`config.mk`:
```
export PLATFORM = sky130hd
export DESIGN_NAME = flash_quad_mode_reset_ctrl
export DESIGN_NICKNAME = d
export VERILOG_FILES = /design/src/shared/flash_cmd_pkg.sv /design/src/logic/byte_buffer.sv /design/src/logic/flash_quad_mode_reset_ctrl.sv
export SDC_FILE = /design/constraint.sdc
export NUM_CORES = 1
export LEC_CHECK = 0
export BUFFER_PORTS_ARGS = -buffer_cell sky130_fd_sc_hd__buf_2
export CAP_MARGIN = 25
export CORE_UTILIZATION = 50
export DETAILED_ROUTE_END_ITERATION = 10
export GPL_ROUTABILITY_DRIVEN = 0
export PLACE_DENSITY_LB_ADDON = 0.05
export SKIP_CTS_REPAIR_TIMING = 1
export SLEW_MARGIN = 40
export SYNTH_ARGS = -nofsm -noshare
export SYNTH_HDL_FRONTEND = slang
export SYNTH_SLANG_ARGS = --single-unit
```
`constraint.sdc`:
```
create_clock -name i_sys_clk -period 3.4 [get_ports i_sys_clk]
set_input_delay 0.68 -clock i_sys_clk [delete_from_list [all_inputs] [get_ports i_sys_clk]]
set_output_delay 0.68 -clock i_sys_clk [all_outputs]
set_load 0.01 [all_outputs]
```
`src/shared/flash_cmd_pkg.sv`:
```
// Purpose: shared constants for the flash command interpreter
// Assumes: 250 MHz system clock, serial clock sampled as data
// Notes:   opcodes, field positions, defaults and timing counts
package flash_cmd_pkg;

	// opcodes
	localparam logic [7:0] OP_FAST_READ   = 8'h0B;
	localparam logic [7:0] OP_QUAD_IO_RD  = 8'hEB;
	localparam logic [7:0] OP_WRAP_READ   = 8'h0C;
	localparam logic [7:0] OP_SET_RD_PARM = 8'hC0;
	localparam logic [7:0] OP_SET_WRAP    = 8'h77;
	localparam logic [7:0] OP_QUAD_ENTER  = 8'h38;
	localparam logic [7:0] OP_QUAD_EXIT   = 8'hFF;
	localparam logic [7:0] OP_RESET_ARM   = 8'h66;
	localparam logic [7:0] OP_RESET       = 8'h99;

	// phase lengths in bits or clocks
	localparam logic [5:0] OPCODE_BITS    = 6'h08;
	localparam logic [5:0] ADDR_BITS      = 6'h18;
	localparam logic [5:0] PARAM_BITS     = 6'h08;
	localparam logic [5:0] WRAP_CMD_BITS  = 6'h20;
	localparam logic [5:0] LANE_QUAD      = 6'h04;
	localparam logic [5:0] LANE_SINGLE    = 6'h01;
	localparam logic [5:0] SPI_FAST_DUMMY = 6'h08;
	localparam logic [5:0] DUMMY_MIN      = 6'h02;

	// field positions inside the parameter and wrap bytes
	localparam int DUMMY_FIELD_LSB = 4;
	localparam int WRAP_FIELD_LSB  = 0;
	localparam int SPI_WRAP_LSB    = 4;

	// power-on defaults: 2 dummy clocks, 8-byte wrap
	localparam logic [7:0]  RD_PARAM_RESET  = 8'h00;
	localparam logic [1:0]  WRAP_SIZE_RESET = 2'h0;
	localparam logic [23:0] WRAP_BASE_BYTES = 24'h000008;

	// reset recovery time
	localparam int T_RST_US      = 30;
	localparam int CLK_PERIOD_NS = 4;
	localparam int RST_RECOVERY_CYCLES =
		(T_RST_US * 1000 + CLK_PERIOD_NS - 1) / CLK_PERIOD_NS;

	typedef enum logic [2:0] {
		ST_CMD,
		ST_ADDR,
		ST_ARG,
		ST_DUMMY,
		ST_DATA,
		ST_SKIP
	} phase_e;

endpackage

```
`src/logic/byte_buffer.sv`:
```
// Purpose: small FIFO between the array read stream and the pin shifter
// Assumes: single clock, flush empties it in one cycle
// Notes:   ready is held in a flop so the source sees a clean level
module byte_buffer #(
	parameter int WIDTH = 8,
	parameter int DEPTH = 2
) (
	// clock and reset
	input  wire logic             i_sys_clk,
	input  wire logic             i_rst_n,
	input  wire logic             i_flush,
	// fill side
	input  wire logic             i_valid,
	input  wire logic [WIDTH-1:0] i_data,
	output logic                  o_ready,
	// drain side
	output logic                  o_valid,
	output logic      [WIDTH-1:0] o_data,
	input  wire logic             i_ready
);
	localparam int AW = (DEPTH > 1) ? $clog2(DEPTH) : 1;
	localparam logic [AW:0]   FULL = (AW+1)'(DEPTH);
	localparam logic [AW-1:0] LAST = AW'(DEPTH - 1);

	logic [WIDTH-1:0] mem [DEPTH];
	logic [AW-1:0]    wr_ptr_q;
	logic [AW-1:0]    rd_ptr_q;
	logic [AW:0]      cnt_q;
	logic [AW:0]      cnt_d;
	logic             ready_q;
	wire              push = i_valid & ready_q;
	wire              pop  = o_valid & i_ready;

	assign cnt_d   = i_flush ? '0 : cnt_q + (AW+1)'(push) - (AW+1)'(pop);
	assign o_valid = (cnt_q != '0);
	assign o_data  = mem[rd_ptr_q];
	assign o_ready = ready_q;

	always_ff @(posedge i_sys_clk or negedge i_rst_n) begin
		if (!i_rst_n) begin
			wr_ptr_q <= '0;
			rd_ptr_q <= '0;
			cnt_q    <= '0;
			ready_q  <= 1'b0;
		end else begin
			cnt_q   <= cnt_d;
			ready_q <= (cnt_d != FULL);
			if (i_flush) begin
				wr_ptr_q <= '0;
				rd_ptr_q <= '0;
			end else begin
				if (push)
					wr_ptr_q <= (wr_ptr_q == LAST) ? '0 : wr_ptr_q + AW'(1);
				if (pop)
					rd_ptr_q <= (rd_ptr_q == LAST) ? '0 : rd_ptr_q + AW'(1);
			end
		end
	end

	always_ff @(posedge i_sys_clk) begin
		if (push && !i_flush)
			mem[wr_ptr_q] <= i_data;
	end

endmodule // byte_buffer

```
`src/logic/flash_quad_mode_reset_ctrl.sv`:
```
// Purpose: command interpreter for quad-mode switching, read parameters,
//          wrapped reads and the two-step software reset of a serial flash
// Assumes: serial clock, chip select and data lanes arrive as async pins
// Notes:   array data enters as a stream; other volatile state is cleared
//          elsewhere on the soft reset pulse
module flash_quad_mode_reset_ctrl #(
	parameter int RECOVERY_CYCLES = flash_cmd_pkg::RST_RECOVERY_CYCLES
) (
	// clock and reset
	input  wire logic        i_sys_clk,
	input  wire logic        i_rst_n,
	// serial link pins
	input  wire logic        i_cs_n,
	input  wire logic        i_sclk,
	input  wire logic [3:0]  i_io,
	output logic      [3:0]  o_io,
	output logic      [3:0]  o_io_oe,
	// status and configuration
	input  wire logic        i_quad_io_permit_bit,
	output logic             o_four_wire_command_mode,
	output logic      [1:0]  o_dummy_count_field,
	output logic      [1:0]  o_wrap_size_field,
	output logic             o_reset_armed,
	output logic             o_reset_busy,
	output logic             o_soft_reset,
	// array read stream
	output logic             o_rd_en,
	output logic      [23:0] o_rd_addr,
	input  wire logic        i_rd_valid,
	input  wire logic [7:0]  i_rd_data,
	output logic             o_rd_ready
);
	localparam int RCW = $clog2(RECOVERY_CYCLES + 1);
	localparam logic [RCW-1:0] RC_LOAD = RCW'(RECOVERY_CYCLES);

	// pin synchronisers: stage 1 is read only by stage 2
	logic [5:0] pin_s1_q;
	logic [5:0] pin_s2_q;
	logic       sclk_s3_q;
	logic       cs_s3_q;

	always_ff @(posedge i_sys_clk or negedge i_rst_n) begin
		if (!i_rst_n) begin
			pin_s1_q  <= 6'h01;
			pin_s2_q  <= 6'h01;
			sclk_s3_q <= 1'b0;
			cs_s3_q   <= 1'b1;
		end else begin
			pin_s1_q  <= {i_io, i_sclk, i_cs_n};
			pin_s2_q  <= pin_s1_q;
			sclk_s3_q <= pin_s2_q[1];
			cs_s3_q   <= pin_s2_q[0];
		end
	end

	wire       cs_n_s  = pin_s2_q[0];
	wire [3:0] io_s    = pin_s2_q[5:2];
	wire       rise    = pin_s2_q[1] & ~sclk_s3_q & ~cs_n_s;
	wire       fall    = ~pin_s2_q[1] & sclk_s3_q & ~cs_n_s;
	wire       cs_rise = cs_n_s & ~cs_s3_q;

	// state
	flash_cmd_pkg::phase_e st_q;
	flash_cmd_pkg::phase_e st_d;
	logic [5:0]     cnt_q;
	logic [5:0]     cnt_d;
	logic [31:0]    in_sh_q;
	logic [7:0]     op_q;
	logic           op_done_q;
	logic           quad_q;
	logic [7:0]     rd_param_q;
	logic [1:0]     wrap_q;
	logic           armed_q;
	logic [RCW-1:0] rc_q;
	logic           soft_rst_q;
	logic           busy_q;
	logic           wrap_rd_q;
	logic           rd_en_q;
	logic [23:0]    rd_addr_q;
	logic [5:0]     dummy_q;
	logic [7:0]     out_sh_q;
	logic [5:0]     obit_q;
	logic [3:0]     io_q;
	logic [3:0]     oe_q;

	// decode
	wire [5:0]  lane     = quad_q ? flash_cmd_pkg::LANE_QUAD : flash_cmd_pkg::LANE_SINGLE;
	wire [5:0]  step     = (st_q == flash_cmd_pkg::ST_DUMMY) ? 6'h01 : lane;
	wire [5:0]  cnt_inc  = cnt_q + step;
	wire [31:0] sh_next  = quad_q ? {in_sh_q[27:0], io_s} : {in_sh_q[30:0], io_s[0]};
	wire [7:0]  byte_in  = sh_next[7:0];
	wire        recov    = (rc_q != '0);
	wire        op_full  = (cnt_inc == flash_cmd_pkg::OPCODE_BITS);
	wire [1:0]  dfield   = rd_param_q[flash_cmd_pkg::DUMMY_FIELD_LSB +: 2];
	wire [5:0]  dummy_pg = {3'h0, dfield, 1'h0} + flash_cmd_pkg::DUMMY_MIN;
	wire        is_fast  = (byte_in == flash_cmd_pkg::OP_FAST_READ);
	wire        is_quad  = (byte_in == flash_cmd_pkg::OP_QUAD_IO_RD);
	wire        is_wrap  = (byte_in == flash_cmd_pkg::OP_WRAP_READ);
	wire        rd_op    = is_fast | (quad_q & (is_quad | is_wrap));
	wire        parm_op  = quad_q & (byte_in == flash_cmd_pkg::OP_SET_RD_PARM);
	wire        swrap_op = ~quad_q & (byte_in == flash_cmd_pkg::OP_SET_WRAP);
	wire [5:0]  arg_bits = quad_q ? flash_cmd_pkg::PARAM_BITS : flash_cmd_pkg::WRAP_CMD_BITS;
	wire        arg_done = (st_q == flash_cmd_pkg::ST_ARG) && rise && (cnt_inc == arg_bits);
	wire        op_reset = (op_q == flash_cmd_pkg::OP_RESET);
	wire        do_reset = cs_rise & op_done_q & op_reset & armed_q;
	wire        do_enter = cs_rise & op_done_q & ~quad_q & i_quad_io_permit_bit
	                       & (op_q == flash_cmd_pkg::OP_QUAD_ENTER);
	wire        do_exit  = cs_rise & op_done_q & quad_q
	                       & (op_q == flash_cmd_pkg::OP_QUAD_EXIT);

	// wrapped address stays inside the aligned window
	wire [23:0] wrap_msk = (flash_cmd_pkg::WRAP_BASE_BYTES << wrap_q) - 24'h000001;
	wire [23:0] addr_inc = rd_addr_q + 24'h000001;
	wire [23:0] addr_nxt = wrap_rd_q ? ((rd_addr_q & ~wrap_msk) | (addr_inc & wrap_msk))
	                                 : addr_inc;

	// output shifter source
	logic       buf_valid;
	logic [7:0] buf_data;
	logic       buf_in_ready;
	wire        load     = (obit_q == 6'h00);
	wire        pop      = (st_q == flash_cmd_pkg::ST_DATA) & fall & load & buf_valid;
	wire [7:0]  src      = load ? buf_data : out_sh_q;
	wire [3:0]  io_d     = quad_q ? src[7:4] : {2'h0, src[7], 1'h0};
	wire [7:0]  osh_d    = quad_q ? {src[3:0], 4'h0} : {src[6:0], 1'h0};
	wire        push     = rd_en_q & i_rd_valid & buf_in_ready;

	byte_buffer #(
		.WIDTH (8),
		.DEPTH (2)
	) u_buf (
		.i_sys_clk (i_sys_clk),
		.i_rst_n   (i_rst_n),
		.i_flush   (cs_n_s),
		.i_valid   (rd_en_q & i_rd_valid),
		.i_data    (i_rd_data),
		.o_ready   (buf_in_ready),
		.o_valid   (buf_valid),
		.o_data    (buf_data),
		.i_ready   (pop)
	);

	// phase sequencing on sampled rising edges
	always_comb begin
		st_d  = st_q;
		cnt_d = cnt_q;
		if (cs_n_s) begin
			st_d  = flash_cmd_pkg::ST_CMD;
			cnt_d = 6'h00;
		end else if (rise) begin
			cnt_d = cnt_inc;
			case (st_q)
				flash_cmd_pkg::ST_CMD: begin
					if (op_full) begin
						cnt_d = 6'h00;
						if (recov)
							st_d = flash_cmd_pkg::ST_SKIP;
						else if (rd_op)
							st_d = flash_cmd_pkg::ST_ADDR;
						else if (parm_op || swrap_op)
							st_d = flash_cmd_pkg::ST_ARG;
						else
							st_d = flash_cmd_pkg::ST_SKIP;
					end
				end
				flash_cmd_pkg::ST_ADDR: begin
					if (cnt_inc == flash_cmd_pkg::ADDR_BITS) begin
						cnt_d = 6'h00;
						st_d  = flash_cmd_pkg::ST_DUMMY;
					end
				end
				flash_cmd_pkg::ST_DUMMY: begin
					if (cnt_inc == dummy_q)
						st_d = flash_cmd_pkg::ST_DATA;
				end
				flash_cmd_pkg::ST_ARG: begin
					if (arg_done)
						st_d = flash_cmd_pkg::ST_SKIP;
				end
				default: cnt_d = cnt_q;
			endcase
		end
	end

	always_ff @(posedge i_sys_clk or negedge i_rst_n) begin
		if (!i_rst_n) begin
			st_q    <= flash_cmd_pkg::ST_CMD;
			cnt_q   <= 6'h00;
			in_sh_q <= 32'h00000000;
		end else begin
			st_q  <= st_d;
			cnt_q <= cnt_d;
			if (rise)
				in_sh_q <= sh_next;
		end
	end

	// completed opcode, held until chip select rises
	always_ff @(posedge i_sys_clk or negedge i_rst_n) begin
		if (!i_rst_n) begin
			op_q      <= 8'h00;
			op_done_q <= 1'b0;
		end else if (cs_n_s) begin
			op_done_q <= 1'b0;
		end else if (rise && st_q == flash_cmd_pkg::ST_CMD && op_full && !recov) begin
			op_q      <= byte_in;
			op_done_q <= 1'b1;
		end
	end

	// mode, parameters and reset arming
	always_ff @(posedge i_sys_clk or negedge i_rst_n) begin
		if (!i_rst_n) begin
			quad_q     <= 1'b0;
			rd_param_q <= flash_cmd_pkg::RD_PARAM_RESET;
			wrap_q     <= flash_cmd_pkg::WRAP_SIZE_RESET;
			armed_q    <= 1'b0;
		end else if (do_reset) begin
			quad_q     <= 1'b0;
			rd_param_q <= flash_cmd_pkg::RD_PARAM_RESET;
			wrap_q     <= flash_cmd_pkg::WRAP_SIZE_RESET;
			armed_q    <= 1'b0;
		end else begin
			if (cs_rise && op_done_q)
				armed_q <= (op_q == flash_cmd_pkg::OP_RESET_ARM);
			// only the enable command flips into four-wire mode
			if (do_enter)
				quad_q <= 1'b1;
			else if (do_exit)
				quad_q <= 1'b0;
			if (arg_done && quad_q) begin
				rd_param_q <= byte_in;
				wrap_q     <= byte_in[flash_cmd_pkg::WRAP_FIELD_LSB +: 2];
			end else if (arg_done) begin
				wrap_q <= byte_in[flash_cmd_pkg::SPI_WRAP_LSB +: 2];
			end
		end
	end

	// recovery timer; commands are dropped while it runs
	// busy is taken from the next count so the port stays a flop without lagging
	wire [RCW-1:0] rc_d = do_reset ? RC_LOAD : (recov ? rc_q - RCW'(1) : rc_q);
	always_ff @(posedge i_sys_clk or negedge i_rst_n) begin
		if (!i_rst_n) begin
			rc_q       <= '0;
			soft_rst_q <= 1'b0;
			busy_q     <= 1'b0;
		end else begin
			soft_rst_q <= do_reset;
			rc_q       <= rc_d;
			busy_q     <= (rc_d != '0);
		end
	end

	// read setup: address, dummy length and wrap selection
	always_ff @(posedge i_sys_clk or negedge i_rst_n) begin
		if (!i_rst_n) begin
			rd_en_q   <= 1'b0;
			rd_addr_q <= 24'h000000;
			dummy_q   <= flash_cmd_pkg::SPI_FAST_DUMMY;
			wrap_rd_q <= 1'b0;
		end else if (cs_n_s) begin
			rd_en_q   <= 1'b0;
		end else begin
			if (rise && st_q == flash_cmd_pkg::ST_CMD && op_full) begin
				wrap_rd_q <= quad_q & is_wrap;
				// single-wire reads keep their fixed dummy length
				dummy_q   <= quad_q ? dummy_pg : flash_cmd_pkg::SPI_FAST_DUMMY;
			end
			if (rise && st_q == flash_cmd_pkg::ST_ADDR
			    && cnt_inc == flash_cmd_pkg::ADDR_BITS) begin
				rd_addr_q <= sh_next[23:0];
				rd_en_q   <= 1'b1;
			end else if (push) begin
				rd_addr_q <= addr_nxt;
			end
		end
	end

	// pin output shifter on sampled falling edges
	always_ff @(posedge i_sys_clk or negedge i_rst_n) begin
		if (!i_rst_n) begin
			out_sh_q <= 8'h00;
			obit_q   <= 6'h00;
			io_q     <= 4'h0;
			oe_q     <= 4'h0;
		end else if (cs_n_s) begin
			obit_q <= 6'h00;
			oe_q   <= 4'h0;
		end else if (st_q == flash_cmd_pkg::ST_DATA && fall) begin
			// an empty buffer repeats stale data rather than stalling the host
			io_q     <= io_d;
			out_sh_q <= osh_d;
			obit_q   <= (load ? flash_cmd_pkg::OPCODE_BITS : obit_q) - lane;
			oe_q     <= quad_q ? 4'hF : 4'h2;
		end
	end

	assign o_io                     = io_q;
	assign o_io_oe                  = oe_q;
	assign o_four_wire_command_mode = quad_q;
	assign o_dummy_count_field      = rd_param_q[flash_cmd_pkg::DUMMY_FIELD_LSB +: 2];
	assign o_wrap_size_field        = wrap_q;
	assign o_reset_armed            = armed_q;
	assign o_reset_busy             = busy_q;
	assign o_soft_reset             = soft_rst_q;
	assign o_rd_en                  = rd_en_q;
	assign o_rd_addr                = rd_addr_q;
	assign o_rd_ready               = buf_in_ready;

endmodule // flash_quad_mode_reset_ctrl

```
Yosys cells after proc, flatten, opt, wreduce, memory -nomap -nowiden
Memory sizes are Yosys's and may differ from the RTL's.
Index checks and enable logic that the tools add are counted.
{"block": "totals", "regBits": 139, "latch_bits": 0, "mem_bits_rw": 16, "rom_bits": 0, "inputBits": 18, "output_inout_bits": 42, "memories": 1}
{"name": "u_buf.mem", "words": 2, "word_bits": 8, "rd": 1, "rd_ports_with_merged_regs": 0, "wr": 1, "line_no": "byte_buffer.sv:25", "source": "logic [WIDTH-1:0] mem [DEPTH];"}
{"block": "op_classes", "add_sub_neg": 10, "multipliers": 0, "div": 0, "magnitude_cmp": 0, "eq_ne": 22, "n_shift": 1, "n_mux": 57, "n_bitwise": 34, "n_reduce_logical": 39}
{"op": "2-to-1 mux 24 bit", "n": 4}
{"op": "2-to-1 mux 6 bit", "n": 10}
{"op": "bitwise AND 24 bit", "n": 2}
{"op": "2-to-1 mux 3 bit", "n": 11}
{"op": "equality test 8 bit, second input constant", "n": 4}
{"op": "2-to-1 mux 13 bit", "n": 2}
{"op": "nonzero test 13 bit", "n": 2}
{"op": "adder 24 x 1 -> 24 bit, second input constant", "n": 1}
{"op": "NOT 24 bit", "n": 1}
{"op": "bitwise OR 24 bit", "n": 1}
{"op": "<< shifter 4 x 2 -> 24 bit, first input constant", "n": 1}
{"op": "subtractor 24 x 1 -> 24 bit, second input constant", "n": 1}
{"op": "bitwise AND 1 bit", "n": 23}
{"op": "2-to-1 mux 4 bit", "n": 5}
{"op": "nonzero test 2 bit", "n": 10}
{"op": "one-hot mux 6 bit (3 select lines)", "n": 1}
{"op": "2-to-1 mux 1 bit", "n": 17}
{"op": "equality test 8 x 4 -> 1 bit, second input constant", "n": 2}
{"op": "equality test 8 x 7 -> 1 bit, second input constant", "n": 2}
{"op": "2-to-1 mux 8 bit", "n": 2}
{"op": "subtractor 13 x 1 -> 13 bit, second input constant", "n": 1}
{"op": "equality test 6 bit", "n": 2}
{"op": "one-hot mux 3 bit (4 select lines)", "n": 1}
{"op": "logical AND 1 bit", "n": 11}
{"op": "other kinds (28)", "n": 46}

Longest topological paths before layout
{"block": "depth", "depth_word": 11, "depth_mapped": 14, "mapped_depth_nobuf": 10}

By module
From an unflattened synthesis, not the netlist that was laid out.
{"block": "unflattened", "hier_cells": 739, "hier_area_um2": 7384.6}
{"module": "flash_quad_mode_reset_ctrl", "instances": 1, "cells_per_inst": 691, "area_per_inst_um2": 6541.3, "seq_area_each_um2": 3108.0}
{"module": "byte_buffer", "instances": 1, "cells_per_inst": 48, "area_per_inst_um2": 843.3, "seq_area_each_um2": 605.6}

Worst setup path before layout
No wires, ideal clock.
{"block": "synth_path", "kind": "reg-to-reg", "startpoint": "register quad_q, in the netlist o_four_wire_command_mode", "endpoint": "register (tool-made name)", "setup_time_ps": 79, "arrival_time_ps": 3343, "path_slack_ps": -23, "path_stages_with_launch": 13, "n_path_buf": 5, "period_less_slack_ps": 3423, "cell_sequence": "dfrtp_1 buf_2 buf_1 clkbuf_1 o21ai_0 ha_1 ha_1 nor4_2 nand4b_1 nor3_1 buf_2 buf_4 mux2i_1"}
{"element": "from (decl)", "line_no": "flash_quad_mode_reset_ctrl.sv:70", "source": "logic quad_q;"}
{"element": "from (signal assigned)", "line_no": "flash_quad_mode_reset_ctrl.sv:214", "source": "quad_q <= 1'b0;"}
{"element": "from (signal assigned)", "line_no": "flash_quad_mode_reset_ctrl.sv:219", "source": "quad_q <= 1'b0;"}
{"element": "from (signal assigned)", "line_no": "flash_quad_mode_reset_ctrl.sv:228", "source": "quad_q <= 1'b1;"}

Worst setup path in the final report
{"block": "layout_path", "startpoint": "register st_q[1]", "endpoint": "register st_q[1]"}
{"block": "layout_between", "elab_chain_len": 7, "elab_cells_between_ends": 21}
{"element": "from (decl)", "line_no": "flash_quad_mode_reset_ctrl.sv:63", "source": "flash_cmd_pkg::phase_e st_q;"}
{"element": "from (signal assigned)", "line_no": "flash_quad_mode_reset_ctrl.sv:187", "source": "st_q <= flash_cmd_pkg::ST_CMD;"}
{"element": "from (signal assigned)", "line_no": "flash_quad_mode_reset_ctrl.sv:191", "source": "st_q <= st_d;"}
{"element": "equality test 3 x 2 -> 1 bit", "line_no": "flash_quad_mode_reset_ctrl.sv:88, flash_quad_mode_reset_ctrl.sv:152"}
{"element": "2-to-1 mux 3 bit", "line_no": "flash_quad_mode_reset_ctrl.sv:88", "source": "wire [5:0] step = (st_q == flash_cmd_pkg::ST_DUMMY) ? 6'h01 : lane;"}
{"element": "adder 6 x 3 -> 6 bit", "line_no": "flash_quad_mode_reset_ctrl.sv:89", "source": "wire [5:0] cnt_inc = cnt_q + step;"}
{"element": "equality test 6 bit", "line_no": "flash_quad_mode_reset_ctrl.sv:103", "source": "wire arg_done = (st_q == flash_cmd_pkg::ST_ARG) && rise && (cnt_inc == arg_bits);"}
{"element": "logical AND 1 bit", "line_no": "flash_quad_mode_reset_ctrl.sv:103"}
{"element": "!= test 3 bit (no line)"}
{"element": "AND reduction 6 bit (no line)"}
Several ways; a longest one is shown, not always the timed one. The select of a mux whose other input is x is not followed.
A chain may end at the register's enable or synchronous reset.

==> results.md <==
* Status: completed
* Floorplan die width at 121.9 um
* Sink Count at 145
* Post-DRT Antenna Nets at 0
* Critical-path top delay cell: dfrtp_1
* H-tree Lvls at 4
* Crit path arrival time at 3.44 ns
* Total grt overflow at 0
* I/O pins at 60
* Largest net degree at the start of global routing at 59
* Final setup fails at 0
* WL per Instance at 16.56 um
* Leading area contributor after synthesis: dfrtp_1
* Final nets at 775
* Fmax at 324.3 MHz
* RSZ-0062 raised after global routing: no
* Max Root-Sink Buffers at 2
* Number of remaining DRC errors at 0
* Startpoint Class: flip-flop
* Crit Path Category: flip-flop to flip-flop
* Pins over their slew limit at 0
* Area share of the largest cell type after synthesis at 43.55%
* Post-synth EDFFs at 16
* Worst-case vdd ir drop at 0.3706 mV
* Initial DRC Count at 337
* Min-Delay Path Class: input port to asynchronous set/reset pin
* LEAKAGE at 3.662 nW
* CTS tree: done
* Antenna violations before repair at 0
* Clock share of power at 45.4%
* Root Buffer Master: clkbuf_16
* Slew at the pin with the worst max-slew slack at 0.6918 ns
* First-pass DRT Iterations at 5
* Layout cell share with drive strength beyond 1 at 18.07%
* Minimum clock period at 3.084 ns
* First-pass GRT wire length at 25590 um
* Sequential area share after synthesis at 51.70%
* # rows at 43
* Switching pwr at 0.9342 mW
* Syn Std Cell Area at 7183 um^2
* Core footprint at 13930 um^2
* Synthesized area per cell at 10.44 um^2
* Main synth FF type: dfrtp_1
* Asr flop ratio synth at 88.97%
* Starting density of the core at 51.55%
* Yosys Warn Count at 0
* Fin crit share at 90.70%
* Critical path buffers and inverters at 1
* Layout fillers at 1210
* Via-per-instance ratio at 5.572
* Hpwl dp at 10850 um
* Pwr/cell area at 482.9 nW/um^2
* CP cell instances: nand2_1, o21ai_0, inv_1, ha_1, a31oi_4, mux2_2, a221oi_2, o221ai_1, o211ai_1, o211a_1
* Number of global-route vias before repair at 5088
* Synth Register Bits at 145
* Setup TNS at 0 ns
* Most common cell after layout, fill and taps aside: dfrtp_1
* Final hold slack at 0.2166 ns
* CTS clk-pin slew, worst paths at 0.06 ns
* Insertion delay to the later sink of the worst-skew pair at 0.42 ns
* Post-synthesis instance total at 688
* Post-Syn Nets at 718
* Max incr delay on CP at 0.50 ns
* Die ar. at 14850 um^2
* CTS Buf Count at 17
* PortBufs at 59
* Fin. Hold Viols at 0
* Layout area overhead at 14.63%
* CP delay by family, top: compound AO/OA/AOI/OAI gates
* Crit-path max FO at 10
* Critical path required time at 3.76 ns
* Post-Route WL at 15540 um
* Most frequent cells in the layout: 124 x dfrtp_1, 90 x nor2_1, 58 x buf_2
* Yosys cell types at 70
* Synth area leaders: dfrtp_1 44%, mux2i_1 7.1%, edfxtp_1 6.7%
* Flop pwr share at 48.3%
* Sw Share at 23.50%
* Gr usage total at 22.47%
* Layout Skew at 0.007033 ns
* Slew headroom at 53.71%
* Comb pwr share at 6.3%
* Routed via count at 5227
* Crit. End Element: flip-flop
* Internal at 3.042 mW
* Max_cap viols at 0
* Die Y at 121.9 um
* Diode count at 0
==> stage by stage <==
step	utilization, %	total power, mW	setup WS, ns	cell area (um^2)	std cells
2_1_floorplan	-	2.083	0.1179	7184	688
3_3_place_gp	54.93	2.193	0.2933	7655	906
3_5_place_dp	54.93	2.200	0.1598	7655	906
4_1_cts	59.05	4.022	0.1338	8228	938
5_1_grt	59.09	4.139	0.08782	8234	938
6_report	59.09	3.976	0.3163	8234	938
==> power by group through the flow <==
stage	clock network [mW]	registers, mW	logic [mW]
3_3_place_gp	0	1.94	0.249
5_1_grt	1.93	1.93	0.285
6_report	1.81	1.92	0.250
2_1_floorplan	0	1.92	0.167
4_1_cts	1.85	1.92	0.255
3_5_place_dp	0	1.95	0.252
==> synth_stat cells (all sizes together) (16+ instances only) <==
| master | instances |
|---|---|
| mux2i | 51 |
| edfxtp | 16 |
| nand3 | 21 |
| nand2 | 54 |
| a21oi | 55 |
| buf | 17 |
| nor2 | 92 |
| inv | 17 |
| nor3 | 17 |
| clkbuf | 16 |
| dfrtp | 125 |
| o21ai | 22 |
| xnor2 | 27 |
| xor2 | 16 |
==> cells by family (layout without fill, tap and decap cells) <==
family,after synthesis,after routing,synth area share (%)
XOR/XNOR,43,43,5.348
adder cells (fa/ha/maj),12,12,2.090
multiplexers,64,64,9.145
AND/OR/NAND/NOR,251,251,17.35
buffers and inverters,53,123,3.362
flip-flops,145,145,51.70
AO/OA/AOI/OAI,120,120,11.01
==> layer usage <==
| layer | up-vias | global-route usage (%) | part of all wire (%) |
|---|---|---|---|
| met1 | 2580 | 30.13 | 46 |
| met5 | - | 0 | 0 |
| met2 | 91 | 36.65 | 50 |
| met4 | 0 | 6.019 | 1.1 |
| li1 | 2539 | - | - |
| met3 | 17 | 5.056 | 3.5 |
==> final cells by class <==
class / count / area (um^2) / share of cell area, %
clock inverter: 10 / 108.9 / 1.322
timing repair buffer: 71 / 404.1 / 4.908
multi-input combinational: 490 / 3242 / 39.37
clock buffer: 22 / 464.2 / 5.637
tap: 180 / 225.2 / 2.735
sequential: 145 / 3715 / 45.11
inverter: 20 / 75.07 / 0.9117
==> final timing paths <==
check / from / end / slack (ns) / cells past startpoint
max: st_q[1]$_DFFE_PN0P_ / st_q[1]$_DFFE_PN0P_ / 0.32 / 10
min: i_rst_n / u_buf.cnt_q[1]$_DFF_PN0_ / 0.22 / 1
max reg2reg: st_q[1]$_DFFE_PN0P_ / st_q[1]$_DFFE_PN0P_ / 0.32 / 10
min reg2reg: pin_s1_q[5]$_DFF_PN0_ / pin_s2_q[5]$_DFF_PN0_ / 0.35 / 0
max in group asynchronous: i_rst_n / asynchronous set/reset pin / 2.29 / 2
min in group i_sys_clk: pin_s1_q[5]$_DFF_PN0_ / pin_s2_q[5]$_DFF_PN0_ / 0.35 / 0
Power figures use the tool's default switching activity.
